**config.mk**
```make
export PLATFORM = sky130hd
export DESIGN_NAME = ccts_top
export DESIGN_NICKNAME = d
export VERILOG_FILES = /design/src/design/ccts_pkg.sv /design/src/design/ccts_reg_if.sv /design/src/design/ccts_top.sv /design/src/design/ccts_regfile.sv /design/src/design/ccts_chan_decode.sv
export SDC_FILE = /design/constraint.sdc
export NUM_CORES = 1
export LEC_CHECK = 0
export BUFFER_PORTS_ARGS = -buffer_cell sky130_fd_sc_hd__clkbuf_2
export CAP_MARGIN = 15
export CELL_PAD_IN_SITES_DETAIL_PLACEMENT = 0
export CELL_PAD_IN_SITES_GLOBAL_PLACEMENT = 1
export CORE_ASPECT_RATIO = 1.5
export CORE_MARGIN = 4
export CORE_UTILIZATION = 27
export DETAILED_ROUTE_END_ITERATION = 10
export PLACE_DENSITY = 0.76
export SLEW_MARGIN = 20
export SYNTH_ARGS = -nofsm -noshare
export SYNTH_HDL_FRONTEND = slang
export SYNTH_SLANG_ARGS = --single-unit
```
**constraint.sdc**
```tcl
create_clock -name clk_sys_in -period 0.8 [get_ports clk_sys_in]
set_input_delay 0.08 -clock clk_sys_in [delete_from_list [all_inputs] [get_ports clk_sys_in]]
set_output_delay 0.08 -clock clk_sys_in [all_outputs]
set_load 0.1 [all_outputs]
```
**src/design/ccts_pkg.sv**
```systemverilog
// Purpose: constants and types for the high-channel timer select block
// Assumes: one 8-bit register on a plain strobe port, 250 MHz system clock
// Notes: channel index 0 is channel nine, index 1 is channel ten
//
// Summary of operation
// - channel ten capture/compare: field bit 2 picks timer5/timer1
// - channel ten pwm: 00 t2, 01 t8, 10 t10, 11 reserved
// - channel nine capture/compare: field bit 0 picks timer5/timer1
// - bits 7-4 read zero, writes ignored
package ccts_pkg;

  // register port geometry
  localparam int ADDR_W = 8;
  localparam int DATA_W = 8;
  localparam int FIELD_W = 2;
  localparam int NUM_CHAN = 2;

  // register offset on the port
  localparam logic [ADDR_W-1:0] SEL_REG_OFF = 8'h00;

  // reset value and implemented bits
  localparam logic [DATA_W-1:0] SEL_REG_RESET = 8'h00;
  localparam logic [DATA_W-1:0] SEL_REG_IMPL_MASK = 8'h0f;
  localparam logic [DATA_W-1:0] RDATA_IDLE = 8'h00;

  // field positions (low bit of each field)
  localparam int CHAN_NINE_LSB = 0;
  localparam int CHAN_TEN_LSB = 2;

  // field bit that steers the capture/compare time base
  localparam int CC_SEL_BIT = 0;

  // pwm period timer codes
  localparam logic [FIELD_W-1:0] PWM_CODE_TMR2 = 2'h0;
  localparam logic [FIELD_W-1:0] PWM_CODE_TMR8 = 2'h1;
  localparam logic [FIELD_W-1:0] PWM_CODE_TMR10 = 2'h2;
  localparam logic [FIELD_W-1:0] PWM_CODE_RESV = 2'h3;

  // decoded pwm period timer
  typedef enum logic [1:0] {
    CCTS_PWM_TMR2,
    CCTS_PWM_TMR8,
    CCTS_PWM_TMR10,
    CCTS_PWM_RESV
  } ccts_pwm_tmr_t;

endpackage : ccts_pkg

```
**src/design/ccts_reg_if.sv**
```systemverilog
// Purpose: carrier between the top and the register store
// Assumes: all signals on clk_sys_in
// Notes: field outputs are the stored register bits
`timescale 1ns/1ps
`default_nettype none
interface ccts_reg_if;
  logic [ccts_pkg::ADDR_W-1:0] addr; // register address
  logic [ccts_pkg::DATA_W-1:0] wdata; // write data
  logic wr; // write strobe
  logic rd; // read strobe
  logic [ccts_pkg::DATA_W-1:0] rdata; // read data, one cycle after rd
  logic [ccts_pkg::FIELD_W-1:0] chan_ten_timer_sel; // stored field, bits 3-2
  logic [ccts_pkg::FIELD_W-1:0] chan_nine_timer_sel; // stored field, bits 1-0

  // top side drives the access
  modport host (
    output addr, wdata, wr, rd,
    input rdata, chan_ten_timer_sel, chan_nine_timer_sel
  );

  // register store side
  modport regs (
    input addr, wdata, wr, rd,
    output rdata, chan_ten_timer_sel, chan_nine_timer_sel
  );
endinterface : ccts_reg_if
`default_nettype wire

```
**src/design/ccts_top.sv**
```systemverilog
// Purpose: time-base select register for capture channels nine and ten
// Assumes: register strobes and mode inputs are on clk_sys_in
// Notes: vector bit 0 is channel nine, bit 1 is channel ten
`timescale 1ns/1ps
`default_nettype none
module ccts_top (
  input wire logic clk_sys_in,
  input wire logic resetn_in,
  input wire logic [ccts_pkg::ADDR_W-1:0] reg_addr_in,
  input wire logic [ccts_pkg::DATA_W-1:0] reg_wdata_in,
  input wire logic reg_wr_in,
  input wire logic reg_rd_in,
  output logic [ccts_pkg::DATA_W-1:0] reg_rdata_out,
  input wire logic [ccts_pkg::NUM_CHAN-1:0] pwm_mode_in,
  output logic [ccts_pkg::NUM_CHAN-1:0] cc_tmr1_sel_out,
  output logic [ccts_pkg::NUM_CHAN-1:0] cc_tmr5_sel_out,
  output logic [ccts_pkg::NUM_CHAN-1:0] pwm_tmr2_sel_out,
  output logic [ccts_pkg::NUM_CHAN-1:0] pwm_tmr8_sel_out,
  output logic [ccts_pkg::NUM_CHAN-1:0] pwm_tmr10_sel_out,
  output logic [ccts_pkg::NUM_CHAN-1:0] pwm_resv_out
);

  // carrier to the register store
  ccts_reg_if reg_bus ();

  // decoder results before the output flops
  logic [ccts_pkg::NUM_CHAN-1:0] cc_tmr1_dec;
  logic [ccts_pkg::NUM_CHAN-1:0] cc_tmr5_dec;
  logic [ccts_pkg::NUM_CHAN-1:0] pwm_tmr2_dec;
  logic [ccts_pkg::NUM_CHAN-1:0] pwm_tmr8_dec;
  logic [ccts_pkg::NUM_CHAN-1:0] pwm_tmr10_dec;
  logic [ccts_pkg::NUM_CHAN-1:0] pwm_resv_dec;

  // per-channel field, indexed like the outputs
  logic [ccts_pkg::FIELD_W-1:0] chan_field [ccts_pkg::NUM_CHAN];

  // output registers and their next values
  logic [ccts_pkg::NUM_CHAN-1:0] cc_tmr1_r;
  logic [ccts_pkg::NUM_CHAN-1:0] cc_tmr5_r;
  logic [ccts_pkg::NUM_CHAN-1:0] pwm_tmr2_r;
  logic [ccts_pkg::NUM_CHAN-1:0] pwm_tmr8_r;
  logic [ccts_pkg::NUM_CHAN-1:0] pwm_tmr10_r;
  logic [ccts_pkg::NUM_CHAN-1:0] pwm_resv_r;
  logic [ccts_pkg::NUM_CHAN-1:0] cc_tmr1_nxt;
  logic [ccts_pkg::NUM_CHAN-1:0] cc_tmr5_nxt;
  logic [ccts_pkg::NUM_CHAN-1:0] pwm_tmr2_nxt;
  logic [ccts_pkg::NUM_CHAN-1:0] pwm_tmr8_nxt;
  logic [ccts_pkg::NUM_CHAN-1:0] pwm_tmr10_nxt;
  logic [ccts_pkg::NUM_CHAN-1:0] pwm_resv_nxt;

  // drive the carrier from the plain port
  assign reg_bus.addr = reg_addr_in;
  assign reg_bus.wdata = reg_wdata_in;
  assign reg_bus.wr = reg_wr_in;
  assign reg_bus.rd = reg_rd_in;
  assign reg_rdata_out = reg_bus.rdata;

  // fields in channel order
  assign chan_field[0] = reg_bus.chan_nine_timer_sel;
  assign chan_field[1] = reg_bus.chan_ten_timer_sel;

  // register store
  ccts_regfile u_regs (
    .clk_sys_in (clk_sys_in),
    .resetn_in (resetn_in),
    .bus (reg_bus.regs)
  );

  // one decoder per channel
  for (genvar ch = 0; ch < ccts_pkg::NUM_CHAN; ch++) begin : g_chan
    ccts_chan_decode u_dec (
      .field_in (chan_field[ch]),
      .pwm_mode_in (pwm_mode_in[ch]),
      .cc_tmr1_out (cc_tmr1_dec[ch]),
      .cc_tmr5_out (cc_tmr5_dec[ch]),
      .pwm_tmr2_out (pwm_tmr2_dec[ch]),
      .pwm_tmr8_out (pwm_tmr8_dec[ch]),
      .pwm_tmr10_out (pwm_tmr10_dec[ch]),
      .pwm_resv_out (pwm_resv_dec[ch])
    );
  end

  // next values: selects follow the decoders every cycle
  always_comb begin
    cc_tmr1_nxt = cc_tmr1_dec;
    cc_tmr5_nxt = cc_tmr5_dec;
    pwm_tmr2_nxt = pwm_tmr2_dec;
    pwm_tmr8_nxt = pwm_tmr8_dec;
    pwm_tmr10_nxt = pwm_tmr10_dec;
    pwm_resv_nxt = pwm_resv_dec;
  end

  // output flops; a flop here keeps timer muxes glitch-free at a cost of one cycle
  always_ff @(posedge clk_sys_in or negedge resetn_in) begin
    if (!resetn_in) begin
      cc_tmr1_r <= '0;
      cc_tmr5_r <= '0;
      pwm_tmr2_r <= '0;
      pwm_tmr8_r <= '0;
      pwm_tmr10_r <= '0;
      pwm_resv_r <= '0;
    end else begin
      cc_tmr1_r <= cc_tmr1_nxt;
      cc_tmr5_r <= cc_tmr5_nxt;
      pwm_tmr2_r <= pwm_tmr2_nxt;
      pwm_tmr8_r <= pwm_tmr8_nxt;
      pwm_tmr10_r <= pwm_tmr10_nxt;
      pwm_resv_r <= pwm_resv_nxt;
    end
  end

  // outputs straight from flops
  assign cc_tmr1_sel_out = cc_tmr1_r;
  assign cc_tmr5_sel_out = cc_tmr5_r;
  assign pwm_tmr2_sel_out = pwm_tmr2_r;
  assign pwm_tmr8_sel_out = pwm_tmr8_r;
  assign pwm_tmr10_sel_out = pwm_tmr10_r;
  assign pwm_resv_out = pwm_resv_r;

  // channel ten capture/compare follows field bit 2, whatever bit 3 holds
  a_ten_cc_base: assert property (
    @(posedge clk_sys_in) disable iff (!resetn_in)
    !pwm_mode_in[1] |=> cc_tmr5_sel_out[1] == $past(reg_bus.chan_ten_timer_sel[0])
      && cc_tmr1_sel_out[1] == !$past(reg_bus.chan_ten_timer_sel[0])
      && pwm_tmr2_sel_out[1] == 1'b0 && pwm_resv_out[1] == 1'b0)
    else $error("channel ten capture time base wrong");

  // channel ten pwm table
  a_ten_pwm_map: assert property (
    @(posedge clk_sys_in) disable iff (!resetn_in)
    pwm_mode_in[1] |=>
      pwm_tmr2_sel_out[1] == ($past(reg_bus.chan_ten_timer_sel) == 2'h0)
      && pwm_tmr8_sel_out[1] == ($past(reg_bus.chan_ten_timer_sel) == 2'h1)
      && pwm_tmr10_sel_out[1] == ($past(reg_bus.chan_ten_timer_sel) == 2'h2)
      && cc_tmr1_sel_out[1] == 1'b0 && cc_tmr5_sel_out[1] == 1'b0)
    else $error("channel ten pwm timer wrong");

  // reserved code selects no timer
  a_ten_pwm_resv: assert property (
    @(posedge clk_sys_in) disable iff (!resetn_in)
    (pwm_mode_in[1] && reg_bus.chan_ten_timer_sel == 2'h3) |=>
      pwm_resv_out[1] && !(pwm_tmr2_sel_out[1] || pwm_tmr8_sel_out[1] || pwm_tmr10_sel_out[1]))
    else $error("channel ten reserved code not flagged");

  // channel nine capture/compare follows field bit 0
  a_nine_cc_base: assert property (
    @(posedge clk_sys_in) disable iff (!resetn_in)
    !pwm_mode_in[0] |=> cc_tmr5_sel_out[0] == $past(reg_bus.chan_nine_timer_sel[0])
      && cc_tmr1_sel_out[0] == !$past(reg_bus.chan_nine_timer_sel[0]))
    else $error("channel nine capture time base wrong");

  // channel nine pwm table, reserved included
  a_nine_pwm_map: assert property (
    @(posedge clk_sys_in) disable iff (!resetn_in)
    pwm_mode_in[0] |=>
      pwm_tmr2_sel_out[0] == ($past(reg_bus.chan_nine_timer_sel) == 2'h0)
      && pwm_tmr8_sel_out[0] == ($past(reg_bus.chan_nine_timer_sel) == 2'h1)
      && pwm_tmr10_sel_out[0] == ($past(reg_bus.chan_nine_timer_sel) == 2'h2)
      && pwm_resv_out[0] == ($past(reg_bus.chan_nine_timer_sel) == 2'h3))
    else $error("channel nine pwm timer wrong");

  // write stores the low nibble only, and a read in the next cycle shows it
  a_write_then_read: assert property (
    @(posedge clk_sys_in) disable iff (!resetn_in)
    (reg_wr_in && reg_addr_in == 8'h00) ##1 (reg_rd_in && reg_addr_in == 8'h00) |=>
      reg_rdata_out == {4'h0, $past(reg_wdata_in[3:0], 2)})
    else $error("written value not read back with upper bits zero");

  // upper nibble never reads nonzero
  a_resv_read_zero: assert property (
    @(posedge clk_sys_in) disable iff (!resetn_in)
    reg_rd_in |=> reg_rdata_out[7:4] == 4'h0)
    else $error("unimplemented bits read nonzero");

  // read data stand one cycle only
  a_rdata_one_cycle: assert property (
    @(posedge clk_sys_in) disable iff (!resetn_in)
    !reg_rd_in |=> reg_rdata_out == 8'h00)
    else $error("read data outside its cycle");

endmodule : ccts_top
`default_nettype wire

```
**src/design/ccts_regfile.sv**
```systemverilog
// Purpose: storage and read-back of the timer select register
// Assumes: strobes never both high; one-cycle strobes
// Notes: unmapped reads return zero, unmapped writes do nothing
`timescale 1ns/1ps
`default_nettype none
module ccts_regfile (
  input wire logic clk_sys_in,
  input wire logic resetn_in,
  ccts_reg_if.regs bus
);

  logic [ccts_pkg::DATA_W-1:0] sel_r; // only low nibble is ever nonzero
  logic [ccts_pkg::DATA_W-1:0] sel_nxt;
  logic [ccts_pkg::DATA_W-1:0] rdata_r; // read answer register
  logic [ccts_pkg::DATA_W-1:0] rdata_nxt;

  // next values for store and read answer
  always_comb begin
    sel_nxt = sel_r;
    rdata_nxt = ccts_pkg::RDATA_IDLE;
    if (bus.wr && bus.addr == ccts_pkg::SEL_REG_OFF) begin
      // upper bits are masked off so they never store
      sel_nxt = bus.wdata & ccts_pkg::SEL_REG_IMPL_MASK;
    end
    if (bus.rd && bus.addr == ccts_pkg::SEL_REG_OFF) begin
      // mask again so reserved bits read zero by construction
      rdata_nxt = sel_r & ccts_pkg::SEL_REG_IMPL_MASK;
    end
  end

  // registers only
  always_ff @(posedge clk_sys_in or negedge resetn_in) begin
    if (!resetn_in) begin
      sel_r <= ccts_pkg::SEL_REG_RESET;
      rdata_r <= ccts_pkg::RDATA_IDLE;
    end else begin
      sel_r <= sel_nxt;
      rdata_r <= rdata_nxt;
    end
  end

  // field taps
  assign bus.rdata = rdata_r;
  assign bus.chan_ten_timer_sel = sel_r[ccts_pkg::CHAN_TEN_LSB +: ccts_pkg::FIELD_W];
  assign bus.chan_nine_timer_sel = sel_r[ccts_pkg::CHAN_NINE_LSB +: ccts_pkg::FIELD_W];

endmodule : ccts_regfile
`default_nettype wire

```
**src/design/ccts_chan_decode.sv**
```systemverilog
// Purpose: turn one channel's 2-bit select field into timer selects
// Assumes: pwm_mode_in comes from same-clock channel logic
// Notes: purely combinational; the top registers the results
`timescale 1ns/1ps
`default_nettype none
module ccts_chan_decode (
  input wire logic [ccts_pkg::FIELD_W-1:0] field_in,
  input wire logic pwm_mode_in,
  output logic cc_tmr1_out,
  output logic cc_tmr5_out,
  output logic pwm_tmr2_out,
  output logic pwm_tmr8_out,
  output logic pwm_tmr10_out,
  output logic pwm_resv_out
);

  ccts_pkg::ccts_pwm_tmr_t pwm_tmr; // decoded period timer

  // map code to period timer; same table for both channels
  always_comb begin
    case (field_in)
      ccts_pkg::PWM_CODE_TMR2: pwm_tmr = ccts_pkg::CCTS_PWM_TMR2;
      ccts_pkg::PWM_CODE_TMR8: pwm_tmr = ccts_pkg::CCTS_PWM_TMR8;
      ccts_pkg::PWM_CODE_TMR10: pwm_tmr = ccts_pkg::CCTS_PWM_TMR10;
      default: pwm_tmr = ccts_pkg::CCTS_PWM_RESV;
    endcase
  end

  // selects are gated by mode so exactly one family is live
  always_comb begin
    // only the low field bit matters here, high bit ignored
    cc_tmr5_out = !pwm_mode_in && field_in[ccts_pkg::CC_SEL_BIT];
    cc_tmr1_out = !pwm_mode_in && !field_in[ccts_pkg::CC_SEL_BIT];
    pwm_tmr2_out = pwm_mode_in && pwm_tmr == ccts_pkg::CCTS_PWM_TMR2;
    pwm_tmr8_out = pwm_mode_in && pwm_tmr == ccts_pkg::CCTS_PWM_TMR8;
    pwm_tmr10_out = pwm_mode_in && pwm_tmr == ccts_pkg::CCTS_PWM_TMR10;
    // reserved code selects no timer at all, flagged instead
    pwm_resv_out = pwm_mode_in && pwm_tmr == ccts_pkg::CCTS_PWM_RESV;
  end

endmodule : ccts_chan_decode
`default_nettype wire

```
==> reports/qor.yml, run 1 <==
status: "finished with violations"
violations: "setup timing"
critPathArrivalTime_ps: 880
worst_r2r_path_depth: 1
synthTopCellsByArea: "dfrtp_1, mux2_1, nor2_1"
p_seq_frac: 0.508
syn_area_um2: 712
dp_hpwl_um: 1120
antenna_found_initial: 0
worstPathRequired_ps: 720
multiInputGateArea_um2: 218
detail-route-antenna-nets: 0
utilization: 0.520
num_antenna_cells: 0
worstSkewPairLatency_ps: 290
irDropWorstVdd_mv: 0.777
rows: 22
startpoint_type: "register"
first_iter_violations: 12
synthDistinctLibCells: 11
wirelength_um: 1380
post-cts-setup-buffers: 0
p_sw_uw: 622
criticalPathCategory: "register to output port"
overflow: 0
slowest_stage: "dfrtp_2"
maxCapViolations: 0
path_cells: "buf_12"
cts.clk_slew.worst_paths_ps: 100
fillers: 214
power_frac_comb: 0.230
die-height_um: 70.9
path_delay_family: "flip-flops"
routed_via_density: 4.40
yosys_warnings: 0
post-route-min-period_ps: 964
ff2ff_setup_slack_ps: 0
synth_top_cell_area_share: 0.703
setup_ws_ps: -164
cts_buffer_depth: 2
coreArea_um2: 2480
port_buffers: 33
die-area_um2: 3540
globalplace.congestion: 0.625
internal_power_mw: 1.49
cp-end-kind: "output port"
grt_usage: 0.0838
syn_to_final_growth_pct: 81.0
cellLeakagePower_nw: 0.601
ys_seq_elements: 20
path_buf_inv: 1
r2r-start: "u_regs.sel_r[1]$_DFFE_PN0P_"
htree_levels: 1
drt_pass1_iterations: 2
period_share: 1.20
nets: 119
hold_viol_final: 0
hold_path_depth: 2
cts_root_buf: "clkbuf_4"
total_power_mw: 2.11
grt_pass1_vias: 523
syn_inst: 55
hold_path_class: "input port to register"
maxSlewViolCount: 0
grt_max_degree: 21
cts_sinks: 20
min_from: "reg_wdata_in[3]"
io-pin-count: 42
setup_viol: 20
fmax_ghz: 1.04
switching_share: 0.295
p_per_area_nw_per_um2: 1640
num_vias: 528
syn_area_per_cell_um2: 12.9
synth_top_area_cell: "dfrtp_1"
hold_end: "u_regs.sel_r[3]$_DFFE_PN0P_"
rsz0062_at_grt: "true"
fin_worst_skew_ps: 3.72
dieWidth_um: 49.9
ys_seq_area_frac: 0.703
initial_core_util: 0.287
regArea_um2: 520
cts_buffers: 3
grt_pass1_wl_um: 2260
pwr-share-clk: 0.262
post_drt_wl_per_cell_um: 11.5
cts_tree: "yes"
r2r_end: "u_regs.sel_r[1]$_DFFE_PN0P_"
slowest_delay_ps: 430
critPathMaxFanout: 1
layout-drive-gt1-share: 0.677
drc: 0
==> kinds of logic after synthesis <==
logic type,synth area share
buffers and inverters,0.0633
multiplexers,0.0633
other,0.00527
AND/OR/NAND/NOR,0.165
flip-flops,0.703
==> layout make-up <==
| type | count | area share |
|---|---|---|
| Inverter | 4 | 0.0117 |
| Tap cell | 24 | 0.0233 |
| Multi-Input combinational cell | 30 | 0.169 |
| Clock buffer | 4 | 0.0282 |
| Timing Repair Buffer | 38 | 0.364 |
| Sequential cell | 20 | 0.404 |
==> per-layer routing <==
metal,GRT usage,up-vias,part of all wire
met5,0,-,0
met4,0.0646,0,0.020
met3,0.0105,2,0.068
met2,0.146,28,0.55
met1,0.0899,248,0.36
li1,-,250,-
==> state kept, by name, indices dropped and copies added (netlist names) <==
register           flops
cc_tmr1_sel_out        2
cc_tmr5_sel_out        2
pwm_resv_out           2
pwm_tmr10_sel_out      2
pwm_tmr2_sel_out       2
pwm_tmr8_sel_out       2
u_regs.bus.rdata       4
u_regs.sel_r           4
==> placed cells by master, fill, tap and decap left out <==
cell type and count:
nand3_1 1, clkbuf_8 1, dlygate4sd3_1 3, and3_1 4, mux2_4 4, nand2_1 1, nor2_1 10, nand3_2 1
nand2_2 1, nor2_2 2, nor4_4 2, clkbuf_2 14, buf_4 2, dfrtp_1 4, buf_6 3, clkbuf_4 3
dfrtp_2 16, inv_1 4, buf_12 16, conb_1 4
==> Yosys cell counts <==
| cell | count |
|---|---|
| dfrtp_1 | 20 |
| and3_1 | 4 |
| conb_1 | 1 |
| nand2_1 | 2 |
| nand3_2 | 1 |
| nor2_1 | 12 |
| nand3_1 | 1 |
| buf_4 | 4 |
| inv_1 | 4 |
| mux2_1 | 4 |
| nor4_2 | 2 |
==> timing repair <==
item,in CTS,in global routing
endpoints found under the setup margin,19,22
hold buffers,3,0
endpoints found under the hold margin,24,0
gates resized for setup,3,8
cloned,0,0
pin swaps,2,3
==> per-stage QoR <==
step           area, µm²  cells  setup TNS [ps]  hold slack, ps  setup WS (ps)
2_1_floorplan        764     58            -611            -216           -156
3_3_place_gp        1180    113           -1380            39.3           -287
3_5_place_dp        1180    113           -1590            59.9           -325
4_1_cts             1260    120           -2950            13.6           -184
5_1_grt             1290    120           -3200            8.56           -202
6_report            1290    120           -2590            26.0           -164
==> worst max path at each step <==
stage,start,end,slack [ps],cells after the start
6_report,pwm_tmr8_sel_out[1]$_DFF_PN0_,pwm_tmr8_sel_out[1],-160,1
5_1_grt,pwm_tmr8_sel_out[1]$_DFF_PN0_,pwm_tmr8_sel_out[1],-200,1
4_1_cts,pwm_tmr8_sel_out[1]$_DFF_PN0_,pwm_tmr8_sel_out[1],-180,1
3_5_place_dp,reg_addr_in[2],u_regs.sel_r[0]$_DFFE_PN0P_,-330,4
3_3_place_gp,reg_addr_in[2],u_regs.sel_r[0]$_DFFE_PN0P_,-290,4
2_1_floorplan,reg_addr_in[2],u_regs.sel_r[0]$_DFFE_PN0P_,-160,3
==> power groups by stage <==
| stage | combinational (mW) | sequential (mW) | clock [mW] |
|---|---|---|---|
| floorplan | 0.133 | 1.24 | 0 |
| global placement | 0.453 | 1.09 | 0 |
| detailed placement | 0.458 | 1.09 | 0 |
| CTS | 0.477 | 1.07 | 0.587 |
| global route | 0.504 | 1.07 | 0.625 |
| finish | 0.484 | 1.07 | 0.553 |
Power figures use the tool's default switching activity.
==> run 2: changes to the inputs <==
--- a/config.mk
+++ b/config.mk
@@ -10,10 +10,9 @@
 export CELL_PAD_IN_SITES_DETAIL_PLACEMENT = 0
 export CELL_PAD_IN_SITES_GLOBAL_PLACEMENT = 1
 export CORE_ASPECT_RATIO = 1.5
-export CORE_MARGIN = 4
 export CORE_UTILIZATION = 27
 export DETAILED_ROUTE_END_ITERATION = 10
-export PLACE_DENSITY = 0.76
+export PLACE_DENSITY_LB_ADDON = 0.1
 export SLEW_MARGIN = 20
 export SYNTH_ARGS = -nofsm -noshare
 export SYNTH_HDL_FRONTEND = slang
==> run 2 against run 1 <==
Compared with the run above:
- the run still ends with setup timing left
- cell count increased by 0.83%
- maximum frequency increased by 0.78%
- clock skew decreased by 2.6 ps
- final area decreased by 1.3%
- critical path type unchanged
==> reports/qor.yml, run 2 (synthesis gave the netlist of run 1 again) <==
criticalPathCategory: "register to output port"
num_vias: 519  # -1.7%
rsz0062_at_grt: "true"
irDropWorstVdd_mv: 0.873  # +12%
cts_sinks: 20  # unchanged
post-route-min-period_ps: 956  # -7.42 ps
cellLeakagePower_nw: 0.602  # +0.10%
setup_tns_ps: -2570  # +22.3 ps
placed_area_um2: 1200  # +1.3%
p_per_area_nw_per_um2: 1560  # -4.3%
num_antenna_cells: 0  # unchanged
worst_r2r_path_depth: 1  # unchanged
nets: 121  # +1.7%
regArea_um2: 520  # unchanged
syn_to_final_growth_pct: 78.7
fmax_ghz: 1.05  # +0.78%
drc: 0  # unchanged
final_cell_area_um2: 1270  # -1.3%
fin_worst_skew_ps: 1.14  # -2.58 ps
cts.clk_slew.worst_paths_ps: 100  # about the same
cts_tree: "yes"
drt_pass1_iterations: 5  # +3
antenna_found_initial: 0  # unchanged
utilization: 0.514  # -0.00657
period_share: 1.20  # -0.00928
hold_viol_final: 0  # unchanged
startpoint_type: "register"
hold_path_depth: 2  # unchanged
initial_core_util: 0.287  # unchanged
grt_usage: 0.107  # +0.0236
hold_path_class: "input port to register"
grt_pass1_vias: 573  # +9.6%
setup_ws_ps: -156  # +7.42 ps
multiInputGateArea_um2: 213  # -2.3%
path_buf_inv: 1  # unchanged
setup_viol: 20  # unchanged
layout-drive-gt1-share: 0.670  # -0.00698
fillers: 213  # -0.47%
wirelength_um: 1260  # -8.3%
htree_levels: 1  # unchanged
maxSlewViolCount: 0  # unchanged
port_buffers: 33  # unchanged
io-pin-count: 42  # unchanged
cp-end-kind: "output port"
status: "finished with violations"
path_cells: "buf_12"
overflow: 0  # unchanged
critPathArrivalTime_ps: 880  # about the same
cp_num_cells: 1  # unchanged
maxCapViolations: 0  # unchanged
coreArea_um2: 2480  # unchanged
cts_buffer_depth: 2  # unchanged
rows: 22  # unchanged
slowest_delay_ps: 430  # about the same
path_delay_family: "flip-flops"
routed_via_density: 4.29  # -2.5%
globalplace.congestion: 0.619  # -0.85%
cts_root_buf: "clkbuf_4"
detail-route-antenna-nets: 0  # unchanged
post_drt_wl_per_cell_um: 10.4  # -9.0%
worstPathRequired_ps: 720  # about the same
dieWidth_um: 43.9  # -12%
die-height_um: 64.9  # -8.5%
critPathMaxFanout: 1  # unchanged
violations: "setup timing"
slowest_stage: "dfrtp_2"
pre_cts_slack_ps: -343  # -17.9 ps
grt_pass1_wl_um: 2270  # +0.31%
final_cell_mix: "dfrtp_2, clkbuf_2, buf_12"
cts_buffers: 3  # unchanged
dp_hpwl_um: 1040  # -6.9%
die-area_um2: 2850  # -19%
worstSkewPairLatency_ps: 280  # about the same
first_iter_violations: 14  # +2
grt_max_degree: 21  # unchanged
==> run 2: layout make-up <==
| cell class | instances | area share |
|---|---|---|
| multi-input cells | 30 | 0.167 |
| inverters | 4 | 0.0118 |
| clock buffers | 3 | 0.0177 |
| well taps | 24 | 0.0236 |
| repair buffers | 40 | 0.371 |
| flip-flops and latches | 20 | 0.409 |
==> run 2: metal layers <==
layer | vias up | GRT usage | routed length (µm)
met3 | 2 | 0.0167 | 74
met2 | 27 | 0.177 | 665
met5 | - | 0 | 0
met4 | 0 | 0.0682 | 29
met1 | 238 | 0.126 | 493
li1 | 252 | - | -
==> run 2: final timing paths <==
| path | start | to | slack (ps) |
|---|---|---|---|
| setup / recovery | pwm_tmr8_sel_out[1]$_DFF_PN0_ | pwm_tmr8_sel_out[1] | -160 |
| hold / removal | reg_wdata_in[3] | u_regs.sel_r[3]$_DFFE_PN0P_ | 20 |
| setup reg to reg | u_regs.sel_r[3]$_DFFE_PN0P_ | u_regs.sel_r[3]$_DFFE_PN0P_ | 10 |
| hold reg to reg | u_regs.sel_r[1]$_DFFE_PN0P_ | pwm_tmr8_sel_out[0]$_DFF_PN0_ | 480 |
| max in group asynchronous | resetn_in | pwm_tmr8_sel_out[0]$_DFF_PN0_ | 170 |
| min in group asynchronous | resetn_in | cc_tmr5_sel_out[1]$_DFF_PN0_ | 280 |
==> run 2: power by group <==
part,internal (mW),switching [mW],total (mW)
combinational,0.162,0.319,0.481
sequential,1.04,0.0259,1.07
clock,0.174,0.265,0.440
==> run 2: per-stage QoR <==
step | cells | hold slack, ps | total power [mW]
after global placement | 115 | 51.7 | 1.55
final | 121 | 21.2 | 1.99
after detailed placement | 115 | 59.4 | 1.55
after global routing | 121 | 4.45 | 2.10
after floorplan | 58 | -216 | 1.37
after CTS | 121 | 8.48 | 2.01
==> run 2: what timing repair did <==
item | CTS | global route
endpoints found under the setup margin | 20 | 22
resized for setup | 2 | 5
pin swaps | 0 | 2
buffers inserted | 0 | 0
hold buffers | 3 | 0
endpoints found under the hold margin | 24 | 0
==> run 3: changes to the inputs <==
==> constraint.sdc (replaced) <==
create_clock -name clk_sys_in -period 0.8 [get_ports clk_sys_in]
set_input_delay 0.08 -clock clk_sys_in [delete_from_list [all_inputs] [get_ports clk_sys_in]]
set_output_delay 0.08 -clock clk_sys_in [all_outputs]
set_load 0.005 [all_outputs]
==> run 3 against run 2 <==
Compared with the run above:
- the flow still finishes with violations (setup timing)
- first-iteration DRC count decreased by 50%
- global-route usage is 0.64 points lower
- die area unchanged
- setup slack improved by 66 ps
- via count rose by 1.5%
- clock power increased by 27%
- core utilization fell by 7.0 points
- hold slack improved by 2.3 ps
- critical path type is now input port to register
- critical endpoint is now u_regs.sel_r[2]$_DFFE_PN0P_
- largest cell class unchanged
- largest power group unchanged
==> reports/qor.yml, run 3 (synthesis gave the netlist of run 1 again) <==
whs_ps: 23.5  # +2.33 ps
cts_sinks: 20  # unchanged
cp-end-kind: "register"
crit_end: "u_regs.sel_r[2]$_DFFE_PN0P_"
die-area_um2: 2850  # unchanged
cellLeakagePower_nw: 0.593  # -1.4%
rows: 22  # unchanged
cts.clk_slew.worst_paths_ps: 110  # about the same
crit_start: "reg_addr_in[2]"
worst_r2r_path_depth: 1  # unchanged
grt_pass1_vias: 498  # -13%
nets: 125  # +3.3%
htree_levels: 1  # unchanged
cts_buffers: 3  # unchanged
dp_hpwl_um: 972  # -6.8%
critPathArrivalTime_ps: 1070  # +190 ps
setup_ws_ps: -89.7  # +66.4 ps
die-height_um: 64.9  # unchanged
p_per_area_nw_per_um2: 1660  # +6.0%
drt_pass1_iterations: 5  # unchanged
period_share: 1.11  # -0.0830
layout-drive-gt1-share: 0.549  # -0.121
status: "finished with violations"
fmax_ghz: 1.12  # +7.5%
coreArea_um2: 2480  # unchanged
io-pin-count: 42  # unchanged
post_drt_wl_per_cell_um: 10.4  # -0.17%
utilization: 0.443  # -0.0702
worstSkewPairLatency_ps: 290  # about the same
grt_usage: 0.101  # -0.00643
wirelength_um: 1310  # +4.0%
final_cell_mix: "clkbuf_2, dfrtp_1, nor2_1"
syn_to_final_growth_pct: 54.3
violations: "setup timing"
multiInputGateArea_um2: 240  # +13%
worstPathRequired_ps: 980  # +260 ps
grt_pass1_wl_um: 2060  # -9.1%
regArea_um2: 500  # -3.8%
fin_worst_skew_ps: 3.34  # +2.20 ps
overflow: 0  # unchanged
critPathMaxFanout: 4  # +3
globalplace.congestion: 0.618  # -0.13%
hold_path_class: "input port to register"
post-route-min-period_ps: 890  # -66.4 ps
cts_buffer_depth: 2  # unchanged
mostFrequentLayoutCell: "clkbuf_2"
maxCapViolations: 0  # unchanged
port_buffers: 33  # unchanged
routed_via_density: 4.18  # -2.5%
irDropWorstVdd_mv: 0.793  # -9.1%
maxSlewViolCount: 0  # unchanged
first_iter_violations: 7  # -7
dieWidth_um: 43.9  # unchanged
drc: 0  # unchanged
setup_viol: 20  # unchanged
ff2ff_setup_slack_ps: 0  # about the same
grt_max_degree: 21  # unchanged
startpoint_type: "input port"
rsz0062_at_grt: "true"
initial_core_util: 0.287  # unchanged
detail-route-antenna-nets: 0  # unchanged
num_antenna_cells: 0  # unchanged
num_vias: 527  # +1.5%
r2r_end: "u_regs.sel_r[3]$_DFFE_PN0P_"
cts_root_buf: "clkbuf_4"
cts_tree: "yes"
fillers: 253  # +19%
hold_viol_final: 0  # unchanged
antenna_found_initial: 0  # unchanged
criticalPathCategory: "input port to register"
r2r-start: "u_regs.sel_r[3]$_DFFE_PN0P_"
==> run 3: worst max-delay path: stages <==
cell and delay [ps]:
buf_6 90, nor4_4 420, nand3_4 160, mux2_4 320
==> run 3: final cells by class <==
cell class / instances / area share
clock buffers: 4 / 0.0330
repair buffers: 44 / 0.252
multi-input cells: 30 / 0.219
flip-flops and latches: 20 / 0.456
inverters: 4 / 0.0137
well taps: 24 / 0.0273
==> run 3: per-stage QoR <==
stage | instance area [µm²] | setup slack, ps | power, mW | TNS (ps) | std cells
5_1_grt | 1100 | -121 | 1.94 | -2020 | 126
3_3_place_gp | 943 | -310 | 1.23 | -1780 | 116
4_1_cts | 1030 | -64.7 | 1.83 | -994 | 124
3_5_place_dp | 943 | -327 | 1.24 | -1970 | 116
2_1_floorplan | 741 | -146 | 1.13 | -585 | 58
6_report | 1100 | -89.7 | 1.82 | -1030 | 126
==> run 3: worst min path at each step <==
stage	cells past startpoint	to	slack, ps	start
floorplan	0	cc_tmr1_sel_out[0]$_DFF_PN0_	-220	resetn_in
global placement	1	cc_tmr5_sel_out[1]$_DFF_PN0_	60	resetn_in
detailed placement	1	cc_tmr5_sel_out[1]$_DFF_PN0_	60	resetn_in
CTS	2	u_regs.sel_r[1]$_DFFE_PN0P_	5	reg_wdata_in[1]
global route	2	u_regs.sel_r[2]$_DFFE_PN0P_	3	reg_wdata_in[2]
finish	2	u_regs.sel_r[3]$_DFFE_PN0P_	20	reg_wdata_in[3]
==> run 3: layer usage <==
layer	track usage	wire length, µm	vias to the layer above
met5	0	0	-
met4	0.0909	36	0
met3	0.0167	84	2
met2	0.151	679	28
met1	0.120	513	235
li1	-	-	262
==> run 3: where the power goes <==
part	switching, mW	internal [mW]
clock	0.284	0.277
sequential	0.0150	1.04
combinational	0.0927	0.114
total	0.391	1.43
==> run 3: timing repair <==
item                                   4_1_cts  5_1_grt
setup endpoints to repair                   20       29
gates resized for setup                      4       11
endpoints found under the hold margin       24        2
setup buffers                                1        0
hold buffers                                 3        2
pin swaps                                    1        4
